### src/design/sbl_cfg.svh
// Purpose: constants for the serial boot loader
// Assumes: 20 MHz sys_clk
// Notes: offsets, data width, erased value and timing counts
`ifndef SBL_CFG_SVH
`define SBL_CFG_SVH
`define SBL_CLK_HZ 20000000
`define SBL_BAUD 9600
`define SBL_BIT_CYC (`SBL_CLK_HZ / `SBL_BAUD)
`define SBL_DATA_BITS 8
`define SBL_RAM_BASE 8'h90
`define SBL_RAM_EXEC 8'h91
`define SBL_ERASED 8'hFF
`define SBL_STEP_MS 10
`define SBL_STEP_CYC ((`SBL_CLK_HZ / 1000) * `SBL_STEP_MS)
`endif

### src/design/sbl_pkg.sv
// Purpose: types for the serial boot loader
// Assumes: nothing
// Notes: states use gray codes along the main path
package sbl_pkg;
  typedef enum logic [3:0] {
    SBL_IDLE = 4'h0,
    SBL_RCNT = 4'h1,
    SBL_RDAT = 4'h3,
    SBL_EXEC = 4'h2,
    SBL_NSKP = 4'h6,
    SBL_NAHI = 4'h7,
    SBL_NALO = 4'h5,
    SBL_NDAT = 4'h4,
    SBL_ERAS = 4'hC,
    SBL_PROG = 4'hD,
    SBL_ECHO = 4'hF,
    SBL_LOCK = 4'hE
  } sbl_state_type;
endpackage

### src/design/sbl_loader.sv
// Purpose: serial boot loader, RAM image load and nonvolatile byte programming
// Assumes: 8N1 serial link on pins, memories outside reached by strobes
// Notes: one clock, synchronous reset
`timescale 1ns/1ns
`include "sbl_cfg.svh"
module sbl_loader #(
  parameter int STEP_CYC = `SBL_STEP_CYC,
  parameter int BIT_CYC = `SBL_BIT_CYC
) (
  input wire logic sys_clk,
  input wire logic rst,
  input wire logic boot_strap,
  input wire logic nv_mode,
  input wire logic secure_bit,
  input wire logic self_test,
  input wire logic rx_pin,
  output logic tx_pin,
  output logic ram_we,
  output logic [7:0] ram_addr,
  output logic [7:0] ram_wdata,
  output logic exec_go,
  output logic [15:0] exec_addr,
  output logic nv_erase,
  output logic nv_prog,
  output logic nv_erase_all,
  output logic [15:0] nv_addr,
  output logic [7:0] nv_wdata,
  input wire logic [7:0] nv_rdata
);
  localparam int BITC = BIT_CYC;
  localparam int HALFC = BITC / 2;

  ////////////////////////////////////////////////////////////////////
  // receive pin synchroniser: change counts when stages two and three agree
  logic [2:0] rx_sync;
  logic rx_lvl;
  wire rx_agree = (rx_sync[1] == rx_sync[2]);
  always_ff @(posedge sys_clk) begin
    if (rst) begin
      rx_sync <= 3'h7;
      rx_lvl <= 1'b1;
    end else begin
      rx_sync <= {rx_sync[1:0], rx_pin};
      if (rx_agree) rx_lvl <= rx_sync[2];
    end
  end

  ////////////////////////////////////////////////////////////////////
  // strap and test pins, same three-flop filter; no reset, so the level seen
  // on the first cycle after reset is the one that stood during reset
  wire [3:0] pin_raw = {self_test, secure_bit, nv_mode, boot_strap};
  wire [3:0] pin_lvl;
  genvar gi;
  generate
    for (gi = 0; gi < 4; gi++) begin : g_pin
      logic [2:0] pin_sync;
      logic lvl;
      always_ff @(posedge sys_clk) begin
        pin_sync <= {pin_sync[1:0], pin_raw[gi]};
        if (pin_sync[1] == pin_sync[2]) lvl <= pin_sync[2];
      end
      assign pin_lvl[gi] = lvl;
    end
  endgenerate
  wire strap_on = pin_lvl[0];
  wire nv_on = pin_lvl[1];
  wire lock_on = pin_lvl[2];
  wire test_on = pin_lvl[3];

  ////////////////////////////////////////////////////////////////////
  // receiver, 8 data bits sampled mid-bit
  // bit timing
  logic [15:0] rx_cnt;
  logic [3:0] rx_bit;
  logic rx_busy;
  logic [7:0] rx_shift;
  logic rx_done;
  wire rx_tick = rx_busy && (rx_cnt == 16'h0000);
  wire rx_start = !rx_busy && !rx_lvl;
  always_ff @(posedge sys_clk) begin
    if (rst) begin
      rx_cnt <= 16'h0000;
      rx_bit <= 4'h0;
      rx_busy <= 1'b0;
      rx_shift <= 8'h00;
      rx_done <= 1'b0;
    end else begin
      rx_done <= 1'b0;
      if (rx_start) begin
        rx_busy <= 1'b1;
        rx_bit <= 4'h0;
        rx_cnt <= 16'(HALFC);
      end else if (rx_busy) begin
        rx_cnt <= rx_tick ? 16'(BITC - 1) : rx_cnt - 16'h0001;
        if (rx_tick) begin
          rx_bit <= rx_bit + 4'h1;
          if (rx_bit == 4'h0 && rx_lvl) rx_busy <= 1'b0; // false start
          else if (rx_bit >= 4'h1 && rx_bit <= 4'(`SBL_DATA_BITS))
            rx_shift <= {rx_lvl, rx_shift[7:1]};
          else if (rx_bit == 4'(`SBL_DATA_BITS + 1)) begin
            rx_busy <= 1'b0;
            rx_done <= rx_lvl; // framing error drops the byte
          end
        end
      end
    end
  end

  ////////////////////////////////////////////////////////////////////
  // transmitter, start, 8 data, stop
  logic [15:0] tx_cnt;
  logic [3:0] tx_bit;
  logic [9:0] tx_frame;
  logic tx_busy;
  logic tx_load;
  logic [7:0] tx_byte;
  always_ff @(posedge sys_clk) begin
    if (rst) begin
      tx_cnt <= 16'h0000;
      tx_bit <= 4'h0;
      tx_frame <= 10'h3FF;
      tx_busy <= 1'b0;
      tx_pin <= 1'b1;
    end else if (tx_load && !tx_busy) begin
      tx_frame <= {1'b1, tx_byte, 1'b0};
      tx_busy <= 1'b1;
      tx_bit <= 4'h0;
      tx_cnt <= 16'(BITC - 1);
      tx_pin <= 1'b0;
    end else if (tx_busy) begin
      if (tx_cnt == 16'h0000) begin
        tx_cnt <= 16'(BITC - 1);
        tx_bit <= tx_bit + 4'h1;
        if (tx_bit == 4'(`SBL_DATA_BITS + 1)) begin
          tx_busy <= 1'b0;
          tx_pin <= 1'b1;
        end else begin
          tx_pin <= tx_frame[tx_bit + 4'h1];
        end
      end else begin
        tx_cnt <= tx_cnt - 16'h0001;
      end
    end
  end

  ////////////////////////////////////////////////////////////////////
  // control sequencer
  sbl_pkg::sbl_state_type state, next_state;
  logic [7:0] count;
  logic [15:0] addr;
  logic [7:0] data;
  logic [31:0] tmr;
  logic started;
  wire tmr_match = (tmr == 32'h0000_0000);
  wire step_end = tmr_match;

  always_comb begin
    next_state = state;
    unique case (state)
      sbl_pkg::SBL_IDLE:
        if (test_on) next_state = sbl_pkg::SBL_IDLE;
        else if (!started && strap_on)
          next_state = lock_on ? sbl_pkg::SBL_LOCK :
                       (nv_on ? sbl_pkg::SBL_NSKP : sbl_pkg::SBL_RCNT);
      sbl_pkg::SBL_RCNT: if (rx_done) next_state = sbl_pkg::SBL_RDAT;
      sbl_pkg::SBL_RDAT: if (count == 8'h00) next_state = sbl_pkg::SBL_EXEC;
      sbl_pkg::SBL_EXEC: next_state = sbl_pkg::SBL_EXEC;
      sbl_pkg::SBL_NSKP: if (rx_done) next_state = sbl_pkg::SBL_ECHO;
      sbl_pkg::SBL_ECHO: if (!tx_busy) next_state = sbl_pkg::SBL_NAHI;
      sbl_pkg::SBL_NAHI: if (rx_done) next_state = sbl_pkg::SBL_NALO;
      sbl_pkg::SBL_NALO: if (rx_done) next_state = sbl_pkg::SBL_NDAT;
      sbl_pkg::SBL_NDAT: if (rx_done) next_state = sbl_pkg::SBL_ERAS;
      sbl_pkg::SBL_ERAS:
        if (step_end)
          next_state = (data == `SBL_ERASED) ? sbl_pkg::SBL_ECHO : sbl_pkg::SBL_PROG;
      sbl_pkg::SBL_PROG: if (step_end) next_state = sbl_pkg::SBL_ECHO;
      sbl_pkg::SBL_LOCK: next_state = sbl_pkg::SBL_LOCK;
      default: next_state = sbl_pkg::SBL_IDLE;
    endcase
  end

  wire entering_step = (state == sbl_pkg::SBL_NDAT && rx_done) ||
                       (state == sbl_pkg::SBL_ERAS && step_end && data != `SBL_ERASED);
  assign tx_load = (state == sbl_pkg::SBL_ECHO) && !tx_busy;
  assign tx_byte = nv_rdata;

  // sequencer registers and memory strobes
  always_ff @(posedge sys_clk) begin
    if (rst) begin
      state <= sbl_pkg::SBL_IDLE;
      started <= 1'b0;
      count <= 8'h00;
      addr <= 16'h0000;
      data <= 8'h00;
      tmr <= 32'h0000_0000;
      ram_we <= 1'b0;
      ram_addr <= `SBL_RAM_BASE;
      ram_wdata <= 8'h00;
      exec_go <= 1'b0;
      exec_addr <= 16'h0000;
      nv_erase <= 1'b0;
      nv_prog <= 1'b0;
      nv_erase_all <= 1'b0;
      nv_addr <= 16'h0000;
      nv_wdata <= 8'h00;
    end else begin
      state <= next_state;
      ram_we <= 1'b0;
      nv_erase_all <= test_on;
      // the strap counts only on the first cycle after reset
      if (state == sbl_pkg::SBL_IDLE) started <= 1'b1;
      if (state == sbl_pkg::SBL_RCNT && rx_done) begin
        count <= rx_shift - 8'h01;
        ram_we <= 1'b1;
        ram_addr <= `SBL_RAM_BASE;
        ram_wdata <= rx_shift;
      end
      if (state == sbl_pkg::SBL_RDAT && rx_done && count != 8'h00) begin
        count <= count - 8'h01;
        ram_we <= 1'b1;
        ram_addr <= ram_addr + 8'h01;
        ram_wdata <= rx_shift;
      end
      if (next_state == sbl_pkg::SBL_EXEC) begin
        exec_go <= 1'b1;
        exec_addr <= {8'h00, `SBL_RAM_EXEC};
      end
      if (state == sbl_pkg::SBL_NAHI && rx_done) addr[15:8] <= rx_shift;
      if (state == sbl_pkg::SBL_NALO && rx_done) addr[7:0] <= rx_shift;
      if (state == sbl_pkg::SBL_NDAT && rx_done) data <= rx_shift;
      if (state == sbl_pkg::SBL_NALO && rx_done) nv_addr <= {addr[15:8], rx_shift};
      if (entering_step) tmr <= 32'(STEP_CYC - 1);
      else if (!tmr_match) tmr <= tmr - 32'h0000_0001;
      nv_erase <= (next_state == sbl_pkg::SBL_ERAS);
      nv_prog <= (next_state == sbl_pkg::SBL_PROG);
      nv_wdata <= data;
    end
  end

  ////////////////////////////////////////////////////////////////////
  // checks
  chk_count_store: assert property (@(posedge sys_clk) disable iff (rst)
    (state == sbl_pkg::SBL_RCNT && rx_done) |=> (ram_we && ram_addr == 8'h90))
    else $error("count byte not stored at 90h");
  chk_exec_addr: assert property (@(posedge sys_clk) disable iff (rst)
    $rose(exec_go) |-> exec_addr == 16'h0091)
    else $error("execution not at 91h");
  chk_lock_hold: assert property (@(posedge sys_clk) disable iff (rst)
    state == sbl_pkg::SBL_LOCK |-> !ram_we && !exec_go)
    else $error("locked loader wrote ram");
  chk_erase_first: assert property (@(posedge sys_clk) disable iff (rst)
    $rose(nv_prog) |-> $past(nv_erase))
    else $error("program without erase");
  chk_ff_skip: assert property (@(posedge sys_clk) disable iff (rst)
    (state == sbl_pkg::SBL_ERAS && step_end && data == 8'hFF) |=> !nv_prog)
    else $error("programmed erased value");
  chk_count_down: assert property (@(posedge sys_clk) disable iff (rst)
    (state == sbl_pkg::SBL_RDAT && rx_done && count != 8'h00) |=>
    count == $past(count) - 8'h01)
    else $error("count not decremented");
  chk_skip_first: assert property (@(posedge sys_clk) disable iff (rst)
    (state == sbl_pkg::SBL_NSKP && rx_done) |=> state == sbl_pkg::SBL_ECHO)
    else $error("first character not dropped");
  chk_step_time: assert property (@(posedge sys_clk) disable iff (rst)
    $rose(nv_erase) |-> tmr == 32'(STEP_CYC - 1))
    else $error("step timer not loaded");
endmodule

### config.mk
export PLATFORM = sky130hd
export DESIGN_NAME = sbl_loader
export DESIGN_NICKNAME = d
export VERILOG_FILES = /design/src/design/sbl_pkg.sv /design/src/design/sbl_loader.sv
export VERILOG_INCLUDE_DIRS = /design/src /design/src/design
export SDC_FILE = /design/constraint.sdc
export NUM_CORES = 1
export LEC_CHECK = 0
export BUFFER_PORTS_ARGS = -buffer_cell sky130_fd_sc_hd__buf_2
export CAP_MARGIN = 10
export CORE_MARGIN = 4
export CORE_UTILIZATION = 53
export DETAILED_ROUTE_END_ITERATION = 8
export PLACE_DENSITY = 0.75
export REMOVE_ABC_BUFFERS = 1
export SETUP_SLACK_MARGIN = 0.2
export SLEW_MARGIN = 20
export SYNTH_ARGS = -nofsm -noshare
export SYNTH_HDL_FRONTEND = slang
export SYNTH_SLANG_ARGS = --single-unit
### constraint.sdc
create_clock -name sys_clk -period 2.7 [get_ports sys_clk]
set_input_delay 0.405 -clock sys_clk [delete_from_list [all_inputs] [get_ports sys_clk]]
set_output_delay 0.405 -clock sys_clk [all_outputs]
set_load 0.005 [all_outputs]
==> tab_implementation.tex, run 1 <==
\begin{tabular}{lr}
\hline
Metric & Value \\
\hline
\multicolumn{2}{l}{\textbf{STA}} \\
Final period demand of the worst path & approximately 2.5 ns \\
Portion of the clock cycle consumed by the worst path in the final layout & 0.926 \\
Pins Over Slew Limit & 0 \\
Final setup viols & 0 \\
Hold slack final & 0.0715 ns \\
Setup repair after global routing missed its margin & true \\
Normalized max-slew margin & 0.501 \\
Final hold vios & 0 \\
Slew at the pin closest to its max-slew limit & 0.738 ns \\
Setup Total Neg Slack & 0 ns \\
Final worst clock skew & 0.0101 ns \\
F\_max & 400 MHz \\
\multicolumn{2}{l}{\textbf{Floorplan}} \\
Core Rows & 45 \\
Die Wd & 132 um \\
Number of top-level pins & 77 \\
Effective utilization at floorplan & 0.541 \\
Core region area & 15100 um\^{}2 \\
Die Footprint & between 15000 and 20000 um\^{}2 \\
Die extent in y & 132 um \\
\multicolumn{2}{l}{\textbf{Pwr}} \\
Power share of the sequential group & 0.405 \\
Switching fraction of total power & 0.324 \\
Internal power consumption & 5.35 mW \\
Switching power of the nets & roughly 2.6 mW \\
Final Total Pwr & 7.91 mW \\
Ratio of total power to cell area & between 800 and 900 nW/um\^{}2 \\
Clock share of power & 0.327 \\
Comb pwr share & 0.268 \\
Static leakage & 3.70 nW \\
Highest ir drop seen on vdd & between 0.4 and 0.5 mV \\
\multicolumn{2}{l}{\textbf{Critical path}} \\
Sort of element at the start of the critical path & flop \\
Worst setup path class & reg -> reg \\
Arrival time at the worst endpoint & roughly 2.8 ns \\
Capturing element type of the critical path & flop \\
Internal reg-to-reg setup slack & 0.20 ns \\
Maximum fanout count along the critical path & 6 \\
Endpoint required time on the critical path & 3.03 ns \\
\multicolumn{2}{l}{\textbf{Drt}} \\
Router iterations before antenna repair & 5 \\
Antenna violation net count after detailed routing & 0 \\
DRC violation count after routing & 0 \\
1st-iter DRT viols & roughly 400 \\
Routed wire length & about 18000 um \\
Total number of vias & 6760 \\
Average wire length per cell after detail routing & 15.3 um \\
Via density & about 5.7 \\
\multicolumn{2}{l}{\textbf{Synthesis}} \\
Proportion of synthesized flip-flops having asynchronous set or reset & 0 \\
Instance count of the mapped netlist & 928 \\
Part of the Yosys area used for sequential elements & 0.462 \\
Dominant combinational cell family by area after synthesis & simple AND/OR/NAND/NOR gates \\
Cell variety after synth & 70 \\
Post-synthesis simple-gate area fraction & 0.232 \\
Synthesized-area fraction occupied by adder cells & 0.0153 \\
Mean Syn Cell Area & about 9 um\^{}2 \\
Xor and xnor fraction of the mapped netlist area & 0.0492 \\
Share of synthesized area spent on multiplexers & 0.0436 \\
Flip-flop and latch count after synthesis & 187 \\
Number of enable-type register cells in the synthesized netlist & 4 \\
Number of warnings printed during yosys synthesis & 0 \\
Most used flip-flop cell after synthesis & dfxtp\_1 \\
Cell area after technology mapping & 8190 um\^{}2 \\
Area fraction in compound gates after synthesis & 0.143 \\
\multicolumn{2}{l}{\textbf{GRT}} \\
Number of global-route vias before repair & 6239 \\
Overflow left after global routing & 0 \\
Initial antenna violation count & 0 \\
Maximum number of pins on one net before global-route repair & 104 \\
Global-route wire length before repair & 30300 um \\
Overall track demand over capacity in global routing & 0.206 \\
\multicolumn{2}{l}{\textbf{Cells and area}} \\
Commonest non-fill, non-tap cells in the layout & dfxtp\_1 (183), nand2\_1 (88), nor2\_1 (88) \\
Most frequent standard cell in the layout excluding fill and tap cells & dfxtp\_1 \\
Total non-filler cell area in the finished layout & about 9400 um\^{}2 \\
Synthesis-to-finish area growth & 14.9\% \\
Count of inserted antenna diode cells & 0 \\
Layout cell share with drive strength beyond 1 & 0.163 \\
Number of nets at the end of the flow & 1013 \\
\multicolumn{2}{l}{\textbf{Hold path}} \\
Path category of the worst min-delay check & in -> reg \\
\multicolumn{2}{l}{\textbf{Clock tree}} \\
Clock transition time at the flip-flop clock pins of the worst setup and hold paths & 0.07 ns \\
Sink Count & $\sim$190 \\
CTS H-tree depth & 4 \\
Clock tree from TritonCTS & done \\
Num CTS Buffers & 17 \\
Clock latency at the later pin of the worst-skew pair & about 0.43 ns \\
Master cell of the clock root buffer & clkbuf\_16 \\
Buffers from clock root to sink, at most & 2 \\
\multicolumn{2}{l}{\textbf{Place}} \\
Global placement routability congestion & 0.826 \\
Post-placement cell area & 8740 um\^{}2 \\
Post-DP HPWL & 12000 um \\
Total of buffers placed on input and output ports & 63 \\
\multicolumn{2}{l}{\textbf{Outcome}} \\
Run status & completed \\
\multicolumn{2}{l}{\textbf{Flow run}} \\
Number of max-cap violations & 0 \\
\hline
\end{tabular}
power by group through the flow:
| stage | Sequential (mW) | Combinational (mW) | Clock [mW] |
|---|---|---|---|
| final | 3.20 | 2.12 | 2.59 |
| after detailed placement | 3.25 | 2.05 | 0 |
| after floorplan | 3.21 | 1.43 | 0 |
| after global placement | 3.24 | 2.00 | 0 |
| after global routing | 3.24 | 2.36 | 2.75 |
| after CTS | 3.19 | 2.10 | 2.63 |
timing repair:
item / CTS / global route
hold buffers: 0 / 0
setup buffers: 2 / 0
endpoints found under the setup margin: 37 / 53
pin swaps: 1 / 1
gates resized for setup: 2 / 8
worst max-delay path: stages, from the launching register on:
cell	delay [ns]
dfxtp_1	0.36
or4_4	0.54
o211a_4	0.28
mux2i_1	0.16
ha_2	0.22
inv_1	0.11
or3_1	0.36
o32ai_2	0.16
nand3_1	0.11
o311ai_1	0.12
through the flow:
step / instances / setup WS (ns) / util
final: 1189 / 0.199 / 0.621
after global routing: 1189 / 0.0702 / 0.621
after floorplan: 868 / -0.423 / -
after detailed placement: 1155 / 0.149 / 0.577
after CTS: 1189 / 0.211 / 0.619
after global placement: 1155 / 0.242 / 0.577
routing by layer:
| metal | wire [um] | GRT usage | part of all wire |
|---|---|---|---|
| met5 | 0 | 0 | 0 |
| met1 | 8590 | 0.277 | 0.47 |
| met4 | 180 | 0.0618 | 0.0099 |
| met2 | 8610 | 0.336 | 0.47 |
| met3 | 773 | 0.0447 | 0.043 |
cell families after synthesis:
logic type / Yosys count
and+or+nand+nor: 370
DFF: 187
AOI/OAI and AO/OA: 185
buffers and inverters: 96
xor gates and xnor gates: 46
muxes: 33
adders and majority gates: 10
other: 1
path summary, 6_finish.rpt:
| path | startpoint | endpoint | cells after the start |
|---|---|---|---|
| worst max-delay path | count[3] | count[4] | 9 |
| worst min register to register | g_pin[2].pin_sync[0] | g_pin[2].pin_sync[1] | 0 |
| worst min-delay path | nv_mode | g_pin[1].pin_sync[0] | 1 |
| worst max register to register | count[3] | count[4] | 9 |
synthesized netlist by cell type (all sizes together), types with 9 or more instances:
cell | instances | area (um^2)
or4 | 24 | 184
nor2 | 88 | 330
o31ai | 20 | 150
nor3 | 40 | 205
or2 | 9 | 56.3
xor2 | 19 | 166
nor4 | 16 | 113
a31oi | 13 | 81.3
clkbuf | 46 | 174
buf | 26 | 178
mux2i | 30 | 300
ha | 10 | 125
nand4 | 10 | 62.6
xnor2 | 27 | 236
dfxtp | 183 | 3660
or3 | 20 | 125
inv | 24 | 90.1
a21oi | 79 | 395
nor2b | 15 | 93.8
nand2 | 88 | 330
o21ai | 28 | 140
nand3 | 27 | 135
layout make-up:
cell class,count,area [um^2]
multi-input cells,657,4060
fillers,1269,5740
flip-flops and latches,187,3780
clock buffers,18,429
well taps,188,235
inverters,24,90.1
clock inverters,14,185
repair buffers,101,628
sequential cells by signal, summed over array words and instances (netlist names), 3 cells and up:
name,count
tmr,32
nv_addr,16
rx_cnt,16
tx_cnt,16
g_pin.pin_sync,12
tx_frame,9
addr,8
count,8
data,8
nv_wdata,8
ram_addr,8
ram_wdata,8
rx_shift,8
g_pin.lvl,4
rx_bit,4
state,4
tx_bit,4
rx_sync,3
Power figures use the tool's default switching activity.
==> run 2, diff against run 1 <==
==> constraint.sdc (replaced) <==
create_clock -name sys_clk -period 2.7 [get_ports sys_clk]
set_input_delay 0.54 -clock sys_clk [delete_from_list [all_inputs] [get_ports sys_clk]]
set_output_delay 0.54 -clock sys_clk [all_outputs]
set_load 0.005 [all_outputs]
==> run 2 against run 1 <==
Compared with the run above:
- hold slack improved by 0.13 ns
- via count down 0.46%
- non-clock buffer count increased by 3
- sequential cell count unchanged
- critical path depth decreased by 1
- register-to-register slack gained 0.05 ns
- critical path type unchanged
- critical endpoint unchanged
- largest cell class unchanged
==> tab_implementation.tex, run 2 (synthesis gave the netlist of run 1 again) <==
\begin{tabular}{lr}
\hline
Metric & Value \\
\hline
\multicolumn{2}{l}{\textbf{Outcome}} \\
Run status & completed \\
\multicolumn{2}{l}{\textbf{Cells and area}} \\
Final Util & 0.619 \\
Synthesis-to-finish area growth & 14.6\% \\
Number of flip-flops in the largest register & 32 \\
Most frequent standard cell in the layout excluding fill and tap cells & dfxtp\_1 \\
Commonest non-fill, non-tap cells in the layout & dfxtp\_1 (181), nand2\_1 (88), nor2\_1 (88) \\
Total non-filler cell area in the finished layout & 9380 um\^{}2 \\
Layout cell share with drive strength beyond 1 & 0.173 \\
Number of nets at the end of the flow & 1016 \\
Count of inserted antenna diode cells & 0 \\
Top register by number of flip-flops & tmr \\
Filler cell count & 1247 \\
\multicolumn{2}{l}{\textbf{Drt}} \\
Router iterations before antenna repair & 5 \\
Average wire length per cell after detail routing & roughly 15 um \\
Total number of vias & 6729 \\
DRC violation count after routing & 0 \\
Antenna violation net count after detailed routing & 0 \\
1st-iter DRT viols & 482 \\
Via density & around 5.6 \\
Routed wire length & 18000 um \\
\multicolumn{2}{l}{\textbf{GRT}} \\
Overall track demand over capacity in global routing & 0.205 \\
Global-route wire length before repair & 30100 um \\
Initial antenna violation count & 0 \\
Overflow left after global routing & 0 \\
Number of global-route vias before repair & 6192 \\
Maximum number of pins on one net before global-route repair & 63 \\
\multicolumn{2}{l}{\textbf{Pwr}} \\
Ratio of total power to cell area & 820 nW/um\^{}2 \\
Highest ir drop seen on vdd & 0.582 mV \\
Clock share of power & 0.311 \\
Switching fraction of total power & 0.339 \\
Switching power of the nets & 2.60 mW \\
Static leakage & between 3 and 4 nW \\
Power share of the sequential group & 0.418 \\
Final Total Pwr & 7.69 mW \\
Comb pwr share & 0.271 \\
Internal power consumption & 5.09 mW \\
\multicolumn{2}{l}{\textbf{Floorplan}} \\
Die Footprint & 17500 um\^{}2 \\
Core region area & 15100 um\^{}2 \\
Number of top-level pins & 77 \\
Die extent in y & between 100 and 150 um \\
Effective utilization at floorplan & 0.541 \\
Core Rows & 45 \\
Die Wd & 132 um \\
\multicolumn{2}{l}{\textbf{STA}} \\
Normalized max-slew margin & 0.520 \\
Setup Total Neg Slack & 0 ns \\
Portion of the clock cycle consumed by the worst path in the final layout & 0.906 \\
Final hold vios & 0 \\
Setup repair after global routing missed its margin & true \\
Final period demand of the worst path & around 2.4 ns \\
Slew at the pin closest to its max-slew limit & 0.710 ns \\
Pins Over Slew Limit & 0 \\
Final setup viols & 0 \\
Final worst clock skew & 0.0101 ns \\
F\_max & between 400 and 500 MHz \\
\multicolumn{2}{l}{\textbf{Critical path}} \\
Worst Path Buf+Inv & 1 \\
Cell class contributing the biggest share of worst-path delay & compound AO/OA/AOI/OAI gates \\
Delay of the slowest critical-path stage & roughly 0.52 ns \\
Cell Chain, Critical Path & or4\_4 > o211a\_4 > mux2i\_2 > ha\_2 > buf\_4 > o2111ai\_1 > o311ai\_0 > o311ai\_1 \\
Maximum fanout count along the critical path & 5 \\
Endpoint required time on the critical path & 3.00 ns \\
Sort of element at the start of the critical path & flop \\
Highest-delay cell along the critical path & or4\_4 \\
Arrival time at the worst endpoint & 2.75 ns \\
Capturing element type of the critical path & flop \\
Worst setup path class & reg -> reg \\
\multicolumn{2}{l}{\textbf{Clock tree}} \\
Clock latency at the later pin of the worst-skew pair & 0.44 ns \\
Post-CTS Hold Buffers & 0 \\
Num CTS Buffers & 17 \\
Clock tree from TritonCTS & done \\
Master cell of the clock root buffer & clkbuf\_16 \\
Buffers from clock root to sink, at most & 2 \\
CTS H-tree depth & 4 \\
Sink Count & 187 \\
Clock transition time at the flip-flop clock pins of the worst setup and hold paths & 0.07 ns \\
\multicolumn{2}{l}{\textbf{Hold path}} \\
Path category of the worst min-delay check & in -> reg \\
\multicolumn{2}{l}{\textbf{Place}} \\
Total of buffers placed on input and output ports & between 60 and 70 \\
Post-DP HPWL & 12100 um \\
Global placement routability congestion & 0.863 \\
Post-placement cell area & 8750 um\^{}2 \\
\multicolumn{2}{l}{\textbf{Flow run}} \\
Number of max-cap violations & 0 \\
\hline
\end{tabular}
[run 2: final timing paths]
kind,from,to,slack [ns],cells after the start
min reg2reg,g_pin[2].pin_sync[0],g_pin[2].pin_sync[1],0.32,0
max reg2reg,count[3],count[4],0.25,8
max,count[3],count[4],0.25,8
min,boot_strap,g_pin[0].pin_sync[0],0.20,1
[run 2: power by group through the flow]
stage	registers, mW	logic (mW)	clock network, mW
global placement	3.24	1.99	0
detailed placement	3.25	2.02	0
floorplan	3.21	1.43	0
finish	3.21	2.09	2.39
global route	3.25	2.33	2.54
CTS	3.19	2.05	2.44
[run 2: worst reg2reg max path: stages, from the launching register on]
cell and delay [ns]:
dfxtp_2 0.35, or4_4 0.52, o211a_4 0.29, mux2i_2 0.19, ha_2 0.22, buf_4 0.11
o2111ai_1 0.17, o311ai_0 0.33, o311ai_1 0.14
[run 2: layer usage]
metal  up-vias  routed length [um]  global-route usage
met3        24                 744              0.0473
met4         0                 250              0.0624
met1      3163                8460               0.280
li1       3418                   -                   -
met2       124                8500               0.328
met5         -                   0                   0
[run 2: through the flow]
step	worst slack (ns)	instances	hold slack, ns
2_1_floorplan	-0.423	868	0.310
3_3_place_gp	0.286	1158	0.313
3_5_place_dp	0.183	1158	0.314
4_1_cts	0.201	1190	0.177
5_1_grt	0.128	1192	0.184
6_report	0.253	1192	0.198
[run 2: timing repair]
action / 4_1_cts / 5_1_grt
buffers inserted: 0 / 2
pin swaps: 0 / 1
endpoints found under the setup margin: 1 / 51
resized for setup: 2 / 13
gates cloned: 0 / 0
[run 2: area by class of cell]
type	instances	area (um^2)	share of cell area
Clock inverter	14	134	0.0143
Timing Repair Buffer	104	638	0.0680
Clock buffer	18	429	0.0458
Inverter	24	90.1	0.00961
Tap cell	188	235	0.0251
Multi-Input combinational cell	657	4070	0.434
Sequential cell	187	3790	0.404
